**config.mk**
```make
export PLATFORM = sky130hd
export DESIGN_NAME = rx_fifo
export DESIGN_NICKNAME = d
export VERILOG_FILES = /design/src/hdl/rx_fifo_pkg.sv /design/src/hdl/rx_fifo.sv
export VERILOG_INCLUDE_DIRS = /design/src /design/src/hdl
export SDC_FILE = /design/constraint.sdc
export NUM_CORES = 2
export LEC_CHECK = 0
export CORE_ASPECT_RATIO = 0.7
export CORE_MARGIN = 4
export CORE_UTILIZATION = 50
export CTS_CLUSTER_DIAMETER = 40
export DETAILED_ROUTE_END_ITERATION = 10
export DONT_BUFFER_PORTS = 1
export PLACE_DENSITY_LB_ADDON = 0.3
export SYNTH_ARGS = -nofsm -noshare
export SYNTH_HDL_FRONTEND = slang
export SYNTH_SLANG_ARGS = --single-unit
```
**constraint.sdc**
```tcl
create_clock -name i_clock -period 39.1 [get_ports i_clock]
set_input_delay 3.91 -clock i_clock [delete_from_list [all_inputs] [get_ports i_clock]]
set_output_delay 3.91 -clock i_clock [all_outputs]
set_load 0.01 [all_outputs]
```
**src/hdl/rx_fifo_regs.svh**
```systemverilog
// Register offsets, field positions and reset values of the receive FIFO
`ifndef RX_FIFO_REGS_SVH
`define RX_FIFO_REGS_SVH
`define RF_ADDR_FIFO_SIZE  4'h0
`define RF_ADDR_CHAN_SEL   4'h1
`define RF_ADDR_ACC_VALUE  4'h2
`define RF_ADDR_ACC_MASK   4'h3
`define RF_ADDR_REJ_VALUE  4'h4
`define RF_ADDR_REJ_MASK   4'h5
`define RF_ADDR_STATUS     4'h6
`define RF_ADDR_IRQ_EN     4'h7
`define RF_ADDR_LOCK       4'h8
`define RF_ADDR_ENTRY      4'h9
`define RF_ADDR_BUF_SEL    4'ha
`define RF_ADDR_BUF_CTRL   4'hb
`define RF_MAX_BUFFERS     6'd59
`define RF_SIZE_RESET      6'h00
`define RF_BIT_NONEMPTY    0
`define RF_BIT_OVERRUN     1
`define RF_BIT_LOCK        0
`define RF_CTRL_CLEAR      16'h0000
`endif

```
**src/hdl/rx_fifo_pkg.sv**
```systemverilog
// Types of the receive FIFO
package rx_fifo_pkg;
   typedef struct packed {
      logic        valid;
      logic        null_frame;
      logic        error;
      logic        chan_b;
      logic        static_seg;
      logic        dedicated_hit;
      logic [10:0] frame_id;
      logic [15:0] payload;
      logic [15:0] slot_status;
   } rx_frame_t;
   typedef struct packed {
      logic [15:0] payload;
      logic [15:0] slot_status;
      logic [10:0] frame_id;
   } fifo_entry_t;
   typedef enum logic [2:0] {
      st_idle  = 3'b001,
      st_hold_a = 3'b010,
      st_drain_b = 3'b100
   } store_state_t;
endpackage

```
**src/hdl/rx_fifo.sv**
```systemverilog
// Receive FIFO ring with filters, indices, flags and a lock handshake
`include "rx_fifo_regs.svh"

// How it works
// - Ring starts at buffer 0, spans a set number of buffers, at most 59.
// - Unfiltered frames passing FIFO filters are stored with slot status.
// - Not-empty and overrun flags drive the interrupt when enabled.
// - Null and invalid frames are never stored.
// - Static segment, two channels: channel A frame first, then B.
// - Store at write index, then step by one, wrapping to 0.
// - Read index names the next entry and steps on each unlock.
// - Ring full drops frames; overrun set at frame end if error free.
// - Not-empty shows whenever the ring holds an entry.
// - Write and read indices have no host access.
// - Host locks buffer 0, reads the entry at read index, then unlocks.
// - Acceptance filter compares ID to value; mask bits are don't-care.
// - Rejection filter compares ID to its value with its own mask.
// - Channel select decides from which channels frames are stored.
// - A frame hit by both filters is rejected.
// - Configuration state never clears contents or indices.
// - First configuration entry zeroes all FIFO buffer control words.
module rx_fifo
   import rx_fifo_pkg::*;
(
   input  wire logic        i_clock,
   input  wire logic        i_rst,
   input  wire logic [3:0]  i_avs_address,
   input  wire logic        i_avs_read,
   input  wire logic        i_avs_write,
   input  wire logic [31:0] i_avs_writedata,
   output logic [31:0]      o_avs_readdata,
   output logic             o_avs_waitrequest,
   input  wire rx_frame_t   i_frame,
   input  wire logic        i_config_state,
   output logic             o_irq
);
   localparam int unsigned NBUF = 59;

   fifo_entry_t  mem_q [NBUF];
   logic [15:0]  ctrl_q [NBUF];
   logic [5:0]   size_q;
   logic [1:0]   chan_sel_q;
   logic [10:0]  acc_val_q;
   logic [10:0]  acc_mask_q;
   logic [10:0]  rej_val_q;
   logic [10:0]  rej_mask_q;
   logic [1:0]   irq_en_q;
   logic         nonempty_flag_q;
   logic         overrun_flag_q;
   logic         lock_q;
   logic [5:0]   buf_sel_q;
   logic [5:0]   fifo_write_index_q;
   logic [5:0]   fifo_read_index_q;
   logic [6:0]   count_q;
   logic         cfg_seen_q;
   logic         cfg_prev_q;
   rx_frame_t    held_b_q;
   store_state_t state_q;
   store_state_t state_d;
   logic         ack_q;
   logic [31:0]  rdata_q;

   // Next ring position with wrap at the configured top
   function automatic logic [5:0] ring_next(input logic [5:0] idx,
                                            input logic [5:0] size);
      logic [5:0] top;
      top = (size == 6'h00) ? 6'h00 : size - 6'h01;
      ring_next = (idx >= top) ? 6'h00 : idx + 6'h01;
   endfunction

   // Masked identifier compare, set mask bits ignored
   function automatic logic id_match(input logic [10:0] id,
                                     input logic [10:0] val,
                                     input logic [10:0] mask);
      id_match = ((id ^ val) & ~mask) == 11'h000;
   endfunction

   // Filter verdict for one frame
   function automatic logic passes(input rx_frame_t f,
                                   input logic [1:0] chan,
                                   input logic [10:0] av,
                                   input logic [10:0] am,
                                   input logic [10:0] rv,
                                   input logic [10:0] rm);
      logic on_chan;
      on_chan = f.chan_b ? chan[1] : chan[0];
      passes = f.valid && !f.null_frame && !f.error
             && !f.dedicated_hit && on_chan
             && id_match(f.frame_id, av, am)
             && !id_match(f.frame_id, rv, rm);
   endfunction

   wire       bus_req     = (i_avs_read || i_avs_write) && !ack_q;
   // Writes land at the edge where waitrequest is low
   wire       wr_req      = i_avs_write && ack_q;
   wire       sel_size    = i_avs_address == `RF_ADDR_FIFO_SIZE;
   wire       sel_chan    = i_avs_address == `RF_ADDR_CHAN_SEL;
   wire       sel_accv    = i_avs_address == `RF_ADDR_ACC_VALUE;
   wire       sel_accm    = i_avs_address == `RF_ADDR_ACC_MASK;
   wire       sel_rejv    = i_avs_address == `RF_ADDR_REJ_VALUE;
   wire       sel_rejm    = i_avs_address == `RF_ADDR_REJ_MASK;
   wire       sel_stat    = i_avs_address == `RF_ADDR_STATUS;
   wire       sel_irqen   = i_avs_address == `RF_ADDR_IRQ_EN;
   wire       sel_lock    = i_avs_address == `RF_ADDR_LOCK;
   wire       sel_bsel    = i_avs_address == `RF_ADDR_BUF_SEL;
   wire       sel_bctl    = i_avs_address == `RF_ADDR_BUF_CTRL;
   wire       sel_entry   = i_avs_address == `RF_ADDR_ENTRY;
   wire       lock_wr     = wr_req && sel_lock
                            && i_avs_writedata[`RF_BIT_LOCK];
   wire       unlock_ev   = lock_wr && lock_q && count_q != 7'h00;
   wire       first_cfg   = i_config_state && !cfg_prev_q && !cfg_seen_q;
   wire       frame_ok    = passes(i_frame, chan_sel_q, acc_val_q,
                                   acc_mask_q, rej_val_q, rej_mask_q);
   wire       pass_b      = passes(held_b_q, chan_sel_q, acc_val_q,
                                   acc_mask_q, rej_val_q, rej_mask_q);
   // Channel B frames in the static segment wait for the A frame slot
   wire       defer_b     = i_frame.valid && i_frame.chan_b
                            && state_q == st_hold_a;
   wire       store_a     = frame_ok && !defer_b
                            && state_q != st_drain_b;
   wire       store_b     = state_q == st_drain_b && pass_b;
   wire       store_req   = store_a || store_b;
   wire       full        = count_q >= {1'b0, size_q};
   wire       do_store    = store_req && !full && size_q != 6'h00;
   wire       overrun_ev  = store_req && full;
   wire       read_step   = unlock_ev;
   wire fifo_entry_t new_entry = store_b
      ? {held_b_q.payload, held_b_q.slot_status, held_b_q.frame_id}
      : {i_frame.payload, i_frame.slot_status, i_frame.frame_id};
   wire fifo_entry_t cur_entry = mem_q[fifo_read_index_q];
   wire       bsel_ok     = buf_sel_q < 6'(NBUF);
   wire [15:0] bctl_rd    = bsel_ok ? ctrl_q[buf_sel_q] : 16'h0000;

   // Two-channel ordering: a B frame seen in st_hold_a, after a static A frame, waits one cycle
   always_comb
   begin
      state_d = state_q;
      case (state_q)
         st_idle:
            if (i_frame.valid && i_frame.static_seg && !i_frame.chan_b)
               state_d = st_hold_a;
         st_hold_a:
            if (i_frame.valid && i_frame.chan_b)
               state_d = st_drain_b;
            else if (!i_frame.static_seg)
               state_d = st_idle;
         st_drain_b:
            state_d = st_idle;
         default:
            state_d = st_idle;
      endcase
   end

   always_ff @(posedge i_clock or posedge i_rst)
   begin
      if (i_rst)
      begin
         state_q  <= st_idle;
         held_b_q <= '0;
      end
      else
      begin
         state_q <= state_d;
         if (state_q == st_hold_a && i_frame.valid && i_frame.chan_b)
            held_b_q <= i_frame;
      end
   end

   // Ring storage; configuration state leaves it untouched
   always_ff @(posedge i_clock)
   begin
      if (do_store)
         mem_q[fifo_write_index_q] <= new_entry;
   end

   always_ff @(posedge i_clock or posedge i_rst)
   begin
      if (i_rst)
      begin
         fifo_write_index_q <= 6'h00;
         fifo_read_index_q  <= 6'h00;
         count_q            <= 7'h00;
      end
      else
      begin
         if (do_store)
            fifo_write_index_q <= ring_next(fifo_write_index_q,
                                            size_q);
         if (read_step)
            fifo_read_index_q <= ring_next(fifo_read_index_q,
                                           size_q);
         count_q <= count_q + 7'(do_store) - 7'(read_step);
      end
   end

   // Flags: hardware set wins over a software clear
   always_ff @(posedge i_clock or posedge i_rst)
   begin
      if (i_rst)
      begin
         nonempty_flag_q <= 1'b0;
         overrun_flag_q  <= 1'b0;
      end
      else
      begin
         nonempty_flag_q <= (count_q + 7'(do_store) - 7'(read_step))
                            != 7'h00;
         if (overrun_ev)
            overrun_flag_q <= 1'b1;
         else if (wr_req && sel_stat
                  && i_avs_writedata[`RF_BIT_OVERRUN])
            overrun_flag_q <= 1'b0;
      end
   end

   // Buffer control words; zeroed once on the first configuration entry
   always_ff @(posedge i_clock or posedge i_rst)
   begin
      if (i_rst)
      begin
         cfg_seen_q <= 1'b0;
         cfg_prev_q <= 1'b0;
         for (int i = 0; i < NBUF; i++)
            ctrl_q[i] <= `RF_CTRL_CLEAR;
      end
      else
      begin
         cfg_prev_q <= i_config_state;
         if (first_cfg)
         begin
            cfg_seen_q <= 1'b1;
            for (int i = 0; i < NBUF; i++)
               ctrl_q[i] <= `RF_CTRL_CLEAR;
         end
         else if (wr_req && sel_bctl && bsel_ok)
            ctrl_q[buf_sel_q] <= i_avs_writedata[15:0];
      end
   end

   // Host-written settings and the lock handshake
   always_ff @(posedge i_clock or posedge i_rst)
   begin
      if (i_rst)
      begin
         size_q     <= `RF_SIZE_RESET;
         chan_sel_q <= 2'h3;
         acc_val_q  <= 11'h000;
         acc_mask_q <= 11'h7ff;
         rej_val_q  <= 11'h000;
         rej_mask_q <= 11'h000;
         irq_en_q   <= 2'h0;
         buf_sel_q  <= 6'h00;
         lock_q     <= 1'b0;
      end
      else if (wr_req)
      begin
         if (sel_size)
            size_q <= (i_avs_writedata[5:0] > `RF_MAX_BUFFERS)
                      ? `RF_MAX_BUFFERS : i_avs_writedata[5:0];
         if (sel_chan)
            chan_sel_q <= i_avs_writedata[1:0];
         if (sel_accv)
            acc_val_q <= i_avs_writedata[10:0];
         if (sel_accm)
            acc_mask_q <= i_avs_writedata[10:0];
         if (sel_rejv)
            rej_val_q <= i_avs_writedata[10:0];
         if (sel_rejm)
            rej_mask_q <= i_avs_writedata[10:0];
         if (sel_irqen)
            irq_en_q <= i_avs_writedata[1:0];
         if (sel_bsel)
            buf_sel_q <= i_avs_writedata[5:0];
         // Writing the lock bit toggles; lock granted only with an entry
         if (lock_wr)
            lock_q <= lock_q ? 1'b0 : (count_q != 7'h00);
      end
   end

   // Answer one cycle after the request; indices stay unmapped
   always_ff @(posedge i_clock or posedge i_rst)
   begin
      if (i_rst)
      begin
         ack_q   <= 1'b0;
         rdata_q <= 32'h0000_0000;
      end
      else
      begin
         ack_q <= bus_req;
         if (bus_req && i_avs_read)
         begin
            if (sel_size)
               rdata_q <= {26'h0, size_q};
            else if (sel_chan)
               rdata_q <= {30'h0, chan_sel_q};
            else if (sel_accv)
               rdata_q <= {21'h0, acc_val_q};
            else if (sel_accm)
               rdata_q <= {21'h0, acc_mask_q};
            else if (sel_rejv)
               rdata_q <= {21'h0, rej_val_q};
            else if (sel_rejm)
               rdata_q <= {21'h0, rej_mask_q};
            else if (sel_stat)
               rdata_q <= {30'h0, overrun_flag_q, nonempty_flag_q};
            else if (sel_irqen)
               rdata_q <= {30'h0, irq_en_q};
            else if (sel_lock)
               rdata_q <= {31'h0, lock_q};
            else if (sel_entry && lock_q)
               rdata_q <= {cur_entry.payload, 5'h0,
                           cur_entry.frame_id};
            else if (sel_bsel)
               rdata_q <= {26'h0, buf_sel_q};
            else if (sel_bctl)
               rdata_q <= {16'h0, bctl_rd};
            else
               rdata_q <= 32'h0000_0000;
         end
      end
   end

   assign o_avs_waitrequest = bus_req;
   assign o_avs_readdata    = rdata_q;
   assign o_irq = (nonempty_flag_q && irq_en_q[`RF_BIT_NONEMPTY])
                || (overrun_flag_q && irq_en_q[`RF_BIT_OVERRUN]);
endmodule

```
==> run summary <==
worst-margin pin slew -> 1.40 ns
Final WS setup -> 30.99 ns
area delta synth->final -> 11.9%
Port Buffers -> 0
share of synthesized registers carrying an async set or reset -> 40.8%
DP Worst Slack -> 30.62 ns
post-DP HPWL -> 207,000 um
endpoint class of the critical path -> primary output
die height -> 408 um
register area share after synthesis -> 65.8%
Layout Utilization -> 56.5%
max-slew violations -> 0
worst hold path type -> flip-flop to flip-flop
Power Total -> 6.61 mW
outcome -> completed
Avg Synthesized Cell Area -> 13.3 sq um
Clk Latency, worst-skew pair -> 0.90 ns
CP top delay family -> simple AND/OR/NAND/NOR gates
Final setup viols -> 0
most common cell after layout, fill and taps aside -> nand2_1
cells after synthesis -> 8,622
Tcrit/Tclk final -> 20.7%
CP bufs+invs -> 0
Critical Path Max Stage Delay -> 0.26 ns
Synth area leaders -> edfxtp_1, dfrtp_1, mux4_2
antenna violations before repair -> 29
Tmin final -> 8.11 ns
Initial DRC Count -> 12,555
Synth Cell Area -> 114,000 sq um
Critical Path Most Common Cell -> nor2_1
cts repair resizes -> 0
Sink Count -> 2,689
CP max-delay cell -> nor2_1
clock root buffer -> clkbuf_16
Startpoint Class -> input port
routed wire length -> 368,000 um
Rel. slew slack -> 6.82%
Post-synth top flop -> edfxtp_1
CTS Buf Count -> 317
Seq cells post-synth -> 2,689
row count -> 146
vias in the first global route -> 75,688
hold buffer count at CTS -> 0
largest net degree at the start of global routing -> 247
die width -> 580 um
crit-path cells -> nor2_1, nor2_1
Sum Neg Setup Slack -> 0 ns
Worst-path clk slew -> 0.05 ns
Syn Nets -> 8,743
mean routed wirelength per cell -> 31.3 um
CTS tree -> built
Synth top area share -> 41.8%
Synth cell types -> 78
Core ar. -> 227,000 sq um
power density over the cells -> 51.6 nW/um^2
skew final -> 0.0652 ns
yosys warns -> 0
RD Place Congestion -> 0.949
initial core utilization -> 50.4%
Setup Buffers After CTS -> 0
unrepaired setup endpoints after global routing -> false
via count -> 77,778
DRT Pass-1 Iters -> 6
Total GRT Usage -> 30.6%
H-tree depth -> 5
share of cells above drive strength 1 -> 17.8%
largest driver fanout on the critical path -> 3
Hold Fails Final Rpt -> 0
CP Class -> input port to primary output
flop2flop setup slack -> 31.96 ns
LEAKAGE -> 45.0 nW
die area -> 237,000 sq um
I/O Pins -> 124
area leader, netlist -> edfxtp_1
Worst Path Arrival -> 4.20 ns
number of flops mapped to enable cells by yosys -> 1,593
fmax -> 0.123 GHz
Nets -> 8,583
post-DR vias/cell -> 6.62
antenna-violating nets left -> 0
maximum vdd drop -> 0.0390 mV
first-pass GRT wire length -> 533,000 um
grt ovf -> 0
Critical Path RT -> 35.19 ns
CTS max path bufs -> 4
max cap viols -> 0
most frequent cells in the layout -> nand2_1, edfxtp_1, dfrtp_1, a21oi_1, mux4_2
DRC Markers -> 0
==> final timing paths <==
path / end / cells after the start / from
max in group asynchronous: ctrl_q[793] / 4 / i_rst
min in group asynchronous: ctrl_q[423] / 1 / i_rst
setup reg to reg: o_avs_readdata[22] / 11 / fifo_read_index_q[0]
setup / recovery: o_avs_waitrequest / 2 / i_avs_write
hold reg to reg: held_b_q[48] / 1 / held_b_q[48]
hold / removal: held_b_q[48] / 1 / held_b_q[48]
==> power by group <==
part	internal [mW]	leakage (nW)	total [mW]	switching, mW
sequential	3.05	29.4	3.10	0.0563
combinational	0.143	10.5	0.528	0.384
clock	1.76	5.10	2.98	1.22
==> area by class of cell <==
| type | instances | area [sq um] |
|---|---|---|
| diodes | 8 | 20.0 |
| clock buffers | 399 | 8690 |
| clock inverters | 173 | 1850 |
| fillers | 17569 | 98800 |
| inverters | 37 | 146 |
| multi-input cells | 5214 | 36700 |
| flip-flops and latches | 2689 | 75300 |
| well taps | 3034 | 3800 |
| repair buffers | 203 | 1600 |
==> stage by stage <==
step           instances  hold slack [ns]  instance area, sq um
6_report           11757            0.470                128000
5_1_grt            11749            0.478                128000
4_1_cts            11748            0.473                128000
2_1_floorplan       8622            0.430                114000
3_5_place_dp       11176            0.447                118000
3_3_place_gp       11176            0.449                118000
==> synthesized netlist by cell type, drive strengths merged (8+ instances only) <==
cell,instances
a22oi,145
a22o,38
clkbuf,450
a21oi,1048
a221o,21
a31oi,30
o2111ai,10
o31ai,8
dfrtp,1082
a221oi,121
a211oi,8
o21ai,121
mux2i,161
nor3,54
nand2b,20
nand4,21
nor4,44
o221ai,17
o22ai,59
nor2b,22
buf,232
mux4,470
dfstp,14
or4,12
a21o,10
edfxtp,1593
ha,30
o2bb2ai,9
xnor2,46
and3,18
o211ai,24
nand3,135
mux2,211
nand2,2027
or2,8
and2,10
nor2,167
inv,36
==> routing by layer <==
layer  vias to the layer above  track usage (%)  part of all wire (%)  routed length (um)
met5                         -            0.141                 0.044                 162
met4                        18             11.7                   4.4               16300
met3                      1052             11.9                    16               58800
met2                      5695             41.5                    41              151000
met1                     39371             44.4                    39              142000
li1                      31642                -                     -                   -
==> state kept, by name, indices dropped and copies added (netlist names), 7 cells and up <==
| register | cells |
|---|---|
| acc_mask_q | 11 |
| count_q | 7 |
| held_b_q | 32 |
| acc_val_q | 11 |
| rej_mask_q | 11 |
| mem_q | 1593 |
| ctrl_q | 944 |
| rej_val_q | 11 |
| o_avs_readdata | 32 |
==> cell families (layout without fill, tap and decap cells) <==
logic type,count (synthesis),after routing,share of synthesized area (%)
flip-flops,2689,2689,65.8
AND/OR/NAND/NOR,2566,2566,9.12
AO/OA/AOI/OAI,1725,1725,9.01
multiplexers,842,842,12.7
buffers and inverters,719,812,2.62
XOR/XNOR,50,50,0.383
adder cells (fa/ha/maj),31,31,0.346
other,0,8,0
(Power assumes the default switching activity.)
